===== src/pkg/tmz_pkg.sv =====
// Constants and types shared by the timer/counter0 design files
package tmz_pkg;

  // Register offsets on the internal I/O port
  localparam logic [7:0] TMZ_OFS_CONTROL = 8'h33;
  localparam logic [7:0] TMZ_OFS_COUNT = 8'h32;
  localparam logic [7:0] TMZ_OFS_FLAG = 8'h38;
  localparam logic [7:0] TMZ_OFS_MASK = 8'h39;
  localparam logic [7:0] TMZ_OFS_FLAG_CLEAR = 8'h3a;

  // Register widths and field layout
  localparam int unsigned TMZ_DATA_W = 8;
  localparam int unsigned TMZ_ADDR_W = 8;
  localparam int unsigned TMZ_CS_W = 3;
  localparam int unsigned TMZ_OVF_BIT = 1;
  localparam int unsigned TMZ_FLAG_W = 8;

  // Reset values, read-zero value and count constants
  localparam logic [2:0] TMZ_RST_CS = 3'h0;
  localparam logic [7:0] TMZ_RST_COUNT = 8'h00;
  localparam logic [7:0] TMZ_RST_FLAG = 8'h00;
  localparam logic [7:0] TMZ_RST_MASK = 8'h00;
  localparam logic [7:0] TMZ_READ_ZERO = 8'h00;
  localparam logic [7:0] TMZ_COUNT_MAX = 8'hff;
  localparam logic [7:0] TMZ_COUNT_ONE = 8'h01;

  // Shared prescaler: width, number of taps, per-tap low-bit masks
  localparam int unsigned TMZ_PRE_W = 10;
  localparam int unsigned TMZ_NUM_TAPS = 4;
  localparam logic [9:0] TMZ_PRE_RST = 10'h000;
  localparam logic [9:0] TMZ_PRE_ONE = 10'h001;
  // Tap 0: /8, tap 1: /64, tap 2: /256, tap 3: /1024
  localparam logic [9:0] TMZ_TAP_MASK [4] = '{
    10'h007, 10'h03f, 10'h0ff, 10'h3ff
  };
  localparam int unsigned TMZ_TAP_DIV8 = 0;
  localparam int unsigned TMZ_TAP_DIV64 = 1;
  localparam int unsigned TMZ_TAP_DIV256 = 2;
  localparam int unsigned TMZ_TAP_DIV1024 = 3;

  // Clock select encodings of the control register
  typedef enum logic [2:0] {
    TMZ_CS_STOP = 3'h0,
    TMZ_CS_CLK = 3'h1,
    TMZ_CS_DIV8 = 3'h2,
    TMZ_CS_DIV64 = 3'h3,
    TMZ_CS_DIV256 = 3'h4,
    TMZ_CS_DIV1024 = 3'h5,
    TMZ_CS_PIN_FALL = 3'h6,
    TMZ_CS_PIN_RISE = 3'h7
  } tmz_cs_t;

endpackage : tmz_pkg


===== src/design/tmz_prescaler.sv =====
// Shared free-running 10-bit prescaler with four divided tick taps
`timescale 1ns/1ps

module tmz_prescaler
  import tmz_pkg::*;
(
  // Clock and reset
  input wire logic clk,
  input wire logic rstn,
  // One-cycle tick per tap: /8, /64, /256, /1024
  output logic [TMZ_NUM_TAPS-1:0] tap_tick
);

  logic [TMZ_PRE_W-1:0] pre_cnt_ff;
  logic [TMZ_PRE_W-1:0] nxt_pre_cnt;
  logic [TMZ_NUM_TAPS-1:0] tick_ff;
  logic [TMZ_NUM_TAPS-1:0] nxt_tick;

  // Counts straight off the system clock, no other source
  assign nxt_pre_cnt = pre_cnt_ff + TMZ_PRE_ONE;

  // One tick per tap when its low bits are all ones
  genvar gi;
  generate
    for (gi = 0; gi < TMZ_NUM_TAPS; gi++) begin : g_tap
      assign nxt_tick[gi] =
        ((pre_cnt_ff & TMZ_TAP_MASK[gi]) == TMZ_TAP_MASK[gi]);
    end
  endgenerate

  // Counter and registered ticks
  always_ff @(posedge clk or negedge rstn) begin
    if (!rstn) begin
      pre_cnt_ff <= TMZ_PRE_RST;
      tick_ff <= '0;
    end else begin
      pre_cnt_ff <= nxt_pre_cnt;
      tick_ff <= nxt_tick;
    end
  end

  assign tap_tick = tick_ff;

endmodule : tmz_prescaler


===== src/design/tmz_timer0.sv =====
// 8-bit timer/counter0 with shared prescaler, pin input and registers
`timescale 1ns/1ps

module tmz_timer0
  import tmz_pkg::*;
(
  // Clock and reset
  input wire logic clk,
  input wire logic rstn,
  // Register port
  input wire logic [TMZ_ADDR_W-1:0] reg_addr,
  input wire logic [TMZ_DATA_W-1:0] reg_wdata,
  input wire logic reg_wr,
  input wire logic reg_rd,
  output logic [TMZ_DATA_W-1:0] reg_rdata,
  // Pad level of the count pin, seen whatever its direction
  input wire logic external_count_pin,
  // Global interrupt enable from the core status
  input wire logic global_int_en,
  // Interrupt request, level
  output logic irq,
  // Prescaler taps offered to the second timer
  output logic [TMZ_NUM_TAPS-1:0] shared_tap_tick,
  // Overflow event, one cycle
  output logic overflow_pulse
);

  // Prescaler taps
  logic [TMZ_NUM_TAPS-1:0] tap_tick;

  // Control and count state
  logic [TMZ_CS_W-1:0] clock_select_ff;
  logic [TMZ_DATA_W-1:0] count_ff;
  logic [TMZ_DATA_W-1:0] nxt_count;

  // Count pin synchroniser and edge history
  logic pin_meta_ff;
  logic pin_sync_ff;
  logic pin_last_ff;

  // Interrupt flag and mask registers
  logic [TMZ_FLAG_W-1:0] flag_ff;
  logic [TMZ_FLAG_W-1:0] nxt_flag;
  logic [TMZ_FLAG_W-1:0] mask_ff;
  logic irq_ff;
  logic ovf_ff;

  // Read data register
  logic [TMZ_DATA_W-1:0] rdata_ff;
  logic [TMZ_DATA_W-1:0] nxt_rdata;

  // Shared prescaler, also feeding the second timer
  tmz_prescaler u_prescaler (
    .clk (clk),
    .rstn (rstn),
    .tap_tick (tap_tick)
  );

  assign shared_tap_tick = tap_tick;

  // Register address decode
  wire sel_control = (reg_addr == TMZ_OFS_CONTROL);
  wire sel_count = (reg_addr == TMZ_OFS_COUNT);
  wire sel_flag = (reg_addr == TMZ_OFS_FLAG);
  wire sel_mask = (reg_addr == TMZ_OFS_MASK);
  wire sel_clear = (reg_addr == TMZ_OFS_FLAG_CLEAR);

  // Write strobes per register
  wire wr_control = reg_wr && sel_control;
  wire wr_count = reg_wr && sel_count;
  wire wr_mask = reg_wr && sel_mask;
  wire wr_clear = reg_wr && sel_clear;

  // Edge detection on the synchronised pin only
  wire pin_rise = pin_sync_ff && !pin_last_ff;
  wire pin_fall = !pin_sync_ff && pin_last_ff;

  // Clock select as an enumerated mode
  tmz_cs_t cs_mode;
  assign cs_mode = tmz_cs_t'(clock_select_ff);

  // Count enable chosen by the clock select field
  logic count_tick;
  always_comb begin
    count_tick = 1'b0;
    unique case (cs_mode)
      TMZ_CS_STOP: count_tick = 1'b0;
      TMZ_CS_CLK: count_tick = 1'b1;
      TMZ_CS_DIV8: count_tick = tap_tick[TMZ_TAP_DIV8];
      TMZ_CS_DIV64: count_tick = tap_tick[TMZ_TAP_DIV64];
      TMZ_CS_DIV256: count_tick = tap_tick[TMZ_TAP_DIV256];
      TMZ_CS_DIV1024: count_tick = tap_tick[TMZ_TAP_DIV1024];
      TMZ_CS_PIN_FALL: count_tick = pin_fall;
      TMZ_CS_PIN_RISE: count_tick = pin_rise;
    endcase
  end

  // Wrap from all ones to zero, lost when software writes the count
  wire count_wrap = count_tick && (count_ff == TMZ_COUNT_MAX)
                    && !wr_count;

  // Next count: a write wins, else up by one on a tick
  always_comb begin
    nxt_count = count_ff;
    if (wr_count) begin
      nxt_count = reg_wdata;
    end else if (count_tick) begin
      nxt_count = count_ff + TMZ_COUNT_ONE;
    end
  end

  // Sticky flag: hardware set beats a clear in the same cycle
  always_comb begin
    nxt_flag = flag_ff;
    if (wr_clear) begin
      nxt_flag = flag_ff & ~reg_wdata;
    end
    nxt_flag[TMZ_OVF_BIT] = nxt_flag[TMZ_OVF_BIT] || count_wrap;
    // Unused flag positions stay zero
    nxt_flag = nxt_flag & (TMZ_FLAG_W'(1) << TMZ_OVF_BIT);
  end

  // Read data multiplexer; unmapped and write-only read zero
  always_comb begin
    nxt_rdata = TMZ_READ_ZERO;
    if (reg_rd) begin
      if (sel_control) begin
        nxt_rdata = {{(TMZ_DATA_W-TMZ_CS_W){1'b0}},
                     clock_select_ff};
      end else if (sel_count) begin
        nxt_rdata = count_ff;
      end else if (sel_flag) begin
        nxt_rdata = flag_ff;
      end else if (sel_mask) begin
        nxt_rdata = mask_ff;
      end
    end
  end

  // Count pin synchroniser, sampled on rising clock edge
  always_ff @(posedge clk or negedge rstn) begin
    if (!rstn) begin
      pin_meta_ff <= 1'b0;
      pin_sync_ff <= 1'b0;
      pin_last_ff <= 1'b0;
    end else begin
      pin_meta_ff <= external_count_pin;
      pin_sync_ff <= pin_meta_ff;
      pin_last_ff <= pin_sync_ff;
    end
  end

  // Control register: only the clock select field is stored
  always_ff @(posedge clk or negedge rstn) begin
    if (!rstn) begin
      clock_select_ff <= TMZ_RST_CS;
    end else if (wr_control) begin
      clock_select_ff <= reg_wdata[TMZ_CS_W-1:0];
    end
  end

  // Counter register
  always_ff @(posedge clk or negedge rstn) begin
    if (!rstn) begin
      count_ff <= TMZ_RST_COUNT;
    end else begin
      count_ff <= nxt_count;
    end
  end

  // Flag and mask registers
  always_ff @(posedge clk or negedge rstn) begin
    if (!rstn) begin
      flag_ff <= TMZ_RST_FLAG;
      mask_ff <= TMZ_RST_MASK;
    end else begin
      flag_ff <= nxt_flag;
      if (wr_mask) begin
        mask_ff <= reg_wdata & (TMZ_FLAG_W'(1) << TMZ_OVF_BIT);
      end
    end
  end

  // Interrupt, overflow pulse and read data registers
  always_ff @(posedge clk or negedge rstn) begin
    if (!rstn) begin
      irq_ff <= 1'b0;
      ovf_ff <= 1'b0;
      rdata_ff <= TMZ_READ_ZERO;
    end else begin
      irq_ff <= global_int_en && |(nxt_flag & mask_ff);
      ovf_ff <= count_wrap;
      rdata_ff <= nxt_rdata;
    end
  end

  // Outputs
  assign irq = irq_ff;
  assign overflow_pulse = ovf_ff;
  assign reg_rdata = rdata_ff;

endmodule : tmz_timer0


===== config.mk =====
export PLATFORM = sky130hd
export DESIGN_NAME = tmz_timer0
export DESIGN_NICKNAME = d
export VERILOG_FILES = /design/src/pkg/tmz_pkg.sv /design/src/design/tmz_prescaler.sv /design/src/design/tmz_timer0.sv
export SDC_FILE = /design/constraint.sdc
export NUM_CORES = 1
export LEC_CHECK = 0
export ABC_AREA = 1
export BUFFER_PORTS_ARGS = -buffer_cell sky130_fd_sc_hd__buf_2
export CAP_MARGIN = 20
export CORE_AREA = 8 8 78 73
export DETAILED_ROUTE_END_ITERATION = 10
export DIE_AREA = 0 0 86 81
export GPL_TIMING_DRIVEN = 0
export HOLD_SLACK_MARGIN = 0.08
export PLACE_DENSITY_LB_ADDON = 0.3
export SYNTH_ARGS = -nofsm -noshare
export SYNTH_HDL_FRONTEND = slang
export SYNTH_SLANG_ARGS = --single-unit

===== constraint.sdc =====
create_clock -name clk -period 1.3 [get_ports clk]
set_clock_uncertainty 0.2 [all_clocks]
set_input_delay 0.13 -clock clk [delete_from_list [all_inputs] [get_ports clk]]
set_output_delay 0.13 -clock clk [all_outputs]
set_load 0.02 [all_outputs]

* After elaboration in Yosys (flattened, before gate mapping) *
Index checks and enable logic that the tools add are counted.

word-level totals
  flip-flop bits (word level) = 40
  bits of input ports = 22
  output and inout bits = 14

operators by class
  muxes and demuxes = 9
  bitwise gates (word level) = 3
  add/sub/neg operators = 2
  equality and inequality tests = 17
  reduce and logical (&&, ||, !) cells = 16

operator list
  kind                                           number
  == test 8 x 6 -> 1 bit, second input constant  5
  two-way mux 8 bit                              5
  == test 8 bit, second input constant           2
  == test 3 bit, second input constant           5
  adder 10 x 1 -> 10 bit, second input constant  1
  == test 10 bit, second input constant          1
  logical AND 1 bit                              9
  adder 8 x 1 -> 8 bit, second input constant    1
  one-hot mux 1 bit (8 select lines)             1
  OR reduction 8 bit                             1
  == test 3 x 2 -> 1 bit, second input constant  2
  == test 6 bit, second input constant           1
  two-way mux 2 bit                              3
  bitwise AND 2 bit                              2
  == test 3 x 1 -> 1 bit, second input constant  1
  logical NOT 1 bit                              3
  logical NOT 3 bit                              1
  NOT 2 bit                                      1
  nonzero test 2 bit                             1
  logical OR 1 bit                               1

* Depth between registers and ports, before layout *
  depth after elaboration = 9
  mapped depth = 9
  depth with buffers taken out = 9

* By module *
Synthesis repeated with hierarchy kept, for this count alone.

second synthesis, totals
  cell total of the unflattened synthesis = 238
  area total of the unflattened synthesis = 1954.4 sq um

by module, submodules not included
  module         cells each  times used  seq. area each (sq um)  area an instance (sq um)
  tmz_timer0     181         1           650.6                   1388.8
  tmz_prescaler  57          1           350.3                   565.5

* Least setup slack after synthesis *
No wires, ideal clock.

  path type = register to register
  start = register count_ff[0]
  end = register irq_ff, in the netlist irq
  buffers on the path = 0
  path slack = -0.129 ns
  data required time = 1.027 ns
  period minus slack after synthesis = 1.429 ns
  arrival time = 1.156 ns
  cell stages (with the launch flop) = 8
  library setup time = 0.073 ns
  cell sequence = dfrtp_1 ha_1 nand3_1 nor2_1 nand2_1 nor2_1 nand3_2 a21oi_2

between the ends
  word-level cells in the longest chain between the ends = 7

RTL lines
  what                      line               source
  start: declaration        tmz_timer0.sv:33   logic [TMZ_DATA_W-1:0] count_ff;
  start signal: assignment  tmz_timer0.sv:167  count_ff <= nxt_count;
  == test 8 bit             tmz_timer0.sv:99   wire count_wrap = count_tick && (count_ff == TMZ_COUNT_MAX)
  logical AND 1 bit         tmz_timer0.sv:99
  logical AND 1 bit         tmz_timer0.sv:100  && !wr_count;
  logical OR 1 bit          tmz_timer0.sv:118  nxt_flag[TMZ_OVF_BIT] = nxt_flag[TMZ_OVF_BIT] || count_wrap;
  bitwise AND 2 bit         tmz_timer0.sv:191  irq_ff <= global_int_en && |(nxt_flag & mask_ff);
  OR reduction 8 bit        tmz_timer0.sv:191
  logical AND 1 bit         tmz_timer0.sv:191
  end signal: assignment    tmz_timer0.sv:191
  end: declaration          tmz_timer0.sv:45   logic irq_ff;

Every way passes these cells.
A chain may end at the register's enable or synchronous reset.

* Final worst setup path *
  start = register u_prescaler.pre_cnt_ff[0]
  end = register u_prescaler.pre_cnt_ff[8]

between the ends
  word-level cells in the longest chain between the ends = 1

RTL lines
  what                                  line                 source
  start: declaration                    tmz_prescaler.sv:14  logic [TMZ_PRE_W-1:0] pre_cnt_ff;
  start signal: assignment              tmz_prescaler.sv:37  pre_cnt_ff <= nxt_pre_cnt;
  adder 10 x 1 -> 10 bit                tmz_prescaler.sv:20  assign nxt_pre_cnt = pre_cnt_ff + TMZ_PRE_ONE;
  named net u_prescaler.nxt_pre_cnt[8]  tmz_prescaler.sv:15  logic [TMZ_PRE_W-1:0] nxt_pre_cnt;

The timed path passes the listed nets, and every way through them passes these cells.

==> results by group <==
Power
  – Pwr per Cell Area: 1045 nW/µm²
  – Sw power: 0.0007494 W
  – Worst VDD drop: 0.8155 mV
  – Leakage: 1.396 nW
  – Total power: ~0.0028 W
  – Int Pwr: 0.002074 W
  – Seq pwr share: 0.482
  – Clock power frac: 0.370
  – Switching Fraction: 0.2654
  – Comb power frac: 0.147

Floorplan
  – I/O pins: 36
  – Die Y: 81 µm
  – Initial Util: 0.4408
  – Die area: 6966 µm²
  – Rows: 23
  – Die width: 86 µm
  – Core region area: between 4000 and 5000 µm²

Worst setup path
  – R2R depth: 6
  – WP data required: 1290 ps
  – Data arrival, critical path: around 1500 ps
  – Max incr delay on CP: 400 ps
  – CP max-delay cell: dfrtp_1
  – Worst setup path endpoint: u_prescaler.pre_cnt_ff[8]
  – Setup crit start kind: register
  – Kind of end point of the critical path: register
  – R2r setup slk: -200 ps
  – FF-to-FF Start: u_prescaler.pre_cnt_ff[0]
  – Crit Path Class: reg2reg
  – Reg-to-Reg End: u_prescaler.pre_cnt_ff[8]
  – Critical Path Start: u_prescaler.pre_cnt_ff[0]
  – CP max FO: 3
  – Crit path cell chain: ha_2, and3_4, nand2_4, nor2_4, nand2_2, xnor2_1

Synthesis
  – XOR/XNOR Fraction of Synth Area: 0.04572
  – Mux share of post-synthesis cell area: 0
  – Ys flop type: dfrtp_1
  – Async S/R FF share, synth: 1.000
  – Synth Area in Adders: 0.01960
  – Commonest cells post-synth: nand2_1, dfrtp_1, inv_1
  – Synth area leaders: dfrtp_1, nand2_1, nand3_1, inv_1, nor2_1
  – Mapped Avg Cell Area: roughly 8.4 µm²
  – Mapped Cells: 227
  – Yosys warnings: 0
  – Top-count cell post-synth: nand2_1
  – Largest family of logic cells by synthesized area: simple AND/OR/NAND/NOR gates
  – Cell variety after synth: 24
  – Mapped Area: 1916 µm²
  – Leading area contributor after synthesis: dfrtp_1
  – Simple-Gate Fraction of Synth Area: 0.3161
  – Number of synthesized flops with an enable pin: 0
  – Register area share after synthesis: 0.5225
  – Synth Net Count: ~250
  – Post-synth top area share: 0.5225
  – Seq cells post-synth: 40
  – Compound-Gate Fraction of Synth Area: 0.03331

Finish
  – Finished layout cell area: 2703 µm²
  – Area of the multi-input gates: 938.4 µm²
  – Layout cells sized above 1: 0.3367
  – Fin util: 0.6219
  – Antenna fix cells: 0
  – Storage element area: roughly 1000 µm²
  – # fillers: 374
  – Area growth syn-to-layout: 41.08%
  – Nets: 324

Job
  – Max-Cap Viols: 0

GRT
  – Grt ovf: 0
  – Met2 Track Usage GR: 0.2160
  – Number of global-route vias before repair: between 1500 and 2000
  – Grt met1 use: 0.1416
  – Global-route wire length before repair: 7.051 mm
  – Largest net degree at the start of global routing: 41
  – Initial antenna violation count: 0
  – Gr usage total: 0.1279
  – M3 GR Usage: 0.04637
  – Top Usage Layer GRT: met2

Hold path
  – Hold Path Class: in2async

Clocking
  – Clk root buf: clkbuf_8
  – Worst skew pair latency: 300 ps
  – Number of clock sinks: 40
  – Bufs on Longest Clock Path: 2
  – TritonCTS clock tree: yes
  – H-Tree Depth: 2
  – TritonCTS buffer count: 5
  – Worst-path clk slew: 90 ps

Timing
  – Endpoints failing hold: 41
  – Final Cycle Share: 1.151
  – Final WS setup: -195.8 ps
  – Least-Margin Pin Slew: 856.6 ps
  – Endpoints failing setup: 19
  – Hold slack: -261.5 ps
  – F_max: about 670 MHz
  – RSZ-0062 raised after global routing: true
  – Max-slew headroom: 0.4289
  – Minimum clock period: 1496 ps
  – Fin. max-slew vios: 0

Route
  – Iteration-0 DRC Markers: 94
  – Routed len/inst: 11.89 µm
  – ANT nets after route: 0
  – Routed WL: 4.303 mm
  – Vias per inst: 4.528
  – # DRC: 0
  – Via count: 1639
  – Drt first pass iters: 4

Status
  – Outcome: finished, violations left
  – Failing checks: negative hold slack, negative setup slack

Placement
  – Port buffer count: 35
  – Placed Area: 2203 µm²
  – Gpl congestion: a little under 0.8
  – DP HPWL: 2.811 mm
==> logic make-up after synthesis <==
group,Yosys count
xor+xnor,10
fa+ha+maj,3
buf+inv,30
flops,40
compound gates,12
simple gates,132
==> flip-flops by register name, indices dropped and copies added, names as in the netlist <==
signal	count
u_prescaler.tap_tick	4
u_prescaler.pre_cnt_ff	10
irq	1
pin_meta_ff	1
pin_sync_ff	1
clock_select_ff	3
mask_ff	1
reg_rdata	8
overflow_pulse	1
flag_ff	1
count_ff	8
pin_last_ff	1
==> power groups by stage <==
stage | clock network (W) | logic (W) | registers, W
4_1_cts | 0.00108 | 0.000384 | 0.00134
5_1_grt | 0.00112 | 0.000473 | 0.00137
3_3_place_gp | 0 | 0.000272 | 0.00138
2_1_floorplan | 0 | 0.000181 | 0.00136
3_5_place_dp | 0 | 0.000279 | 0.00138
6_report | 0.00105 | 0.000416 | 0.00136
==> cells in the final DEF (no fill, tap or decap), types with 4 or more instances in the layout <==
| cell | instances |
|---|---|
| buf_2 | 35 |
| nor2_2 | 4 |
| nor2_4 | 5 |
| o21ai_0 | 4 |
| buf_4 | 13 |
| nand2_1 | 66 |
| a21oi_1 | 4 |
| nand3_1 | 16 |
| inv_1 | 24 |
| buf_6 | 4 |
| nand2_2 | 7 |
| clkbuf_8 | 5 |
| inv_2 | 5 |
| dlygate4sd3_1 | 14 |
| nor2_1 | 17 |
| xor2_1 | 9 |
| dfrtp_1 | 37 |
==> worst min-delay path by stage <==
stage	from	to	slack [ps]	depth (start not counted)
floorplan	rstn	clock_select_ff[0]	-370	0
global placement	external_count_pin	pin_meta_ff	40	1
detailed placement	external_count_pin	pin_meta_ff	40	1
CTS	rstn	reg_rdata[1]	-220	1
global route	rstn	reg_rdata[0]	-170	1
finish	rstn	reg_rdata[0]	-260	1
==> per-stage QoR <==
step	std cells	setup slack [ps]	TNS (ps)
3_5_place_dp	324	-281.6	-3209
2_1_floorplan	227	-116.8	-483.4
5_1_grt	362	-261.9	-3718
4_1_cts	356	-191.7	-1711
6_report	362	-195.8	-2252
3_3_place_gp	324	-247.6	-2632
==> layout make-up <==
class | instances | area share
well taps | 62 | 0.02870
plain buffers | 1 | 0.004167
clock inverters | 3 | 0.01713
flip-flops and latches | 40 | 0.3718
clock buffers | 5 | 0.02546
repair buffers | 65 | 0.1653
multi-input cells | 157 | 0.3472
inverters | 29 | 0.04028
==> what timing repair did <==
action,in CTS,in global routing
endpoints found under the setup margin,17,19
pin swaps,10,5
resized for setup,13,15
hold buffers,13,1
buffers inserted,11,6
hold endpoints to repair,57,43
==> per-layer routing <==
layer	up-vias	routed length (µm)
met4	0	68
met1	747	1836
met5	-	0
met2	38	2094
li1	849	-
met3	5	303
==> worst max-delay path: cells and delay by family, from the launching register on <==
family                     cells  cell delay [ps]
xor gates and xnor gates       1              140
and+or+nand+nor                4              450
DFF                            1              400
adders and majority gates      1              200
No activity file was read; power rests on OpenSTA's default activity.
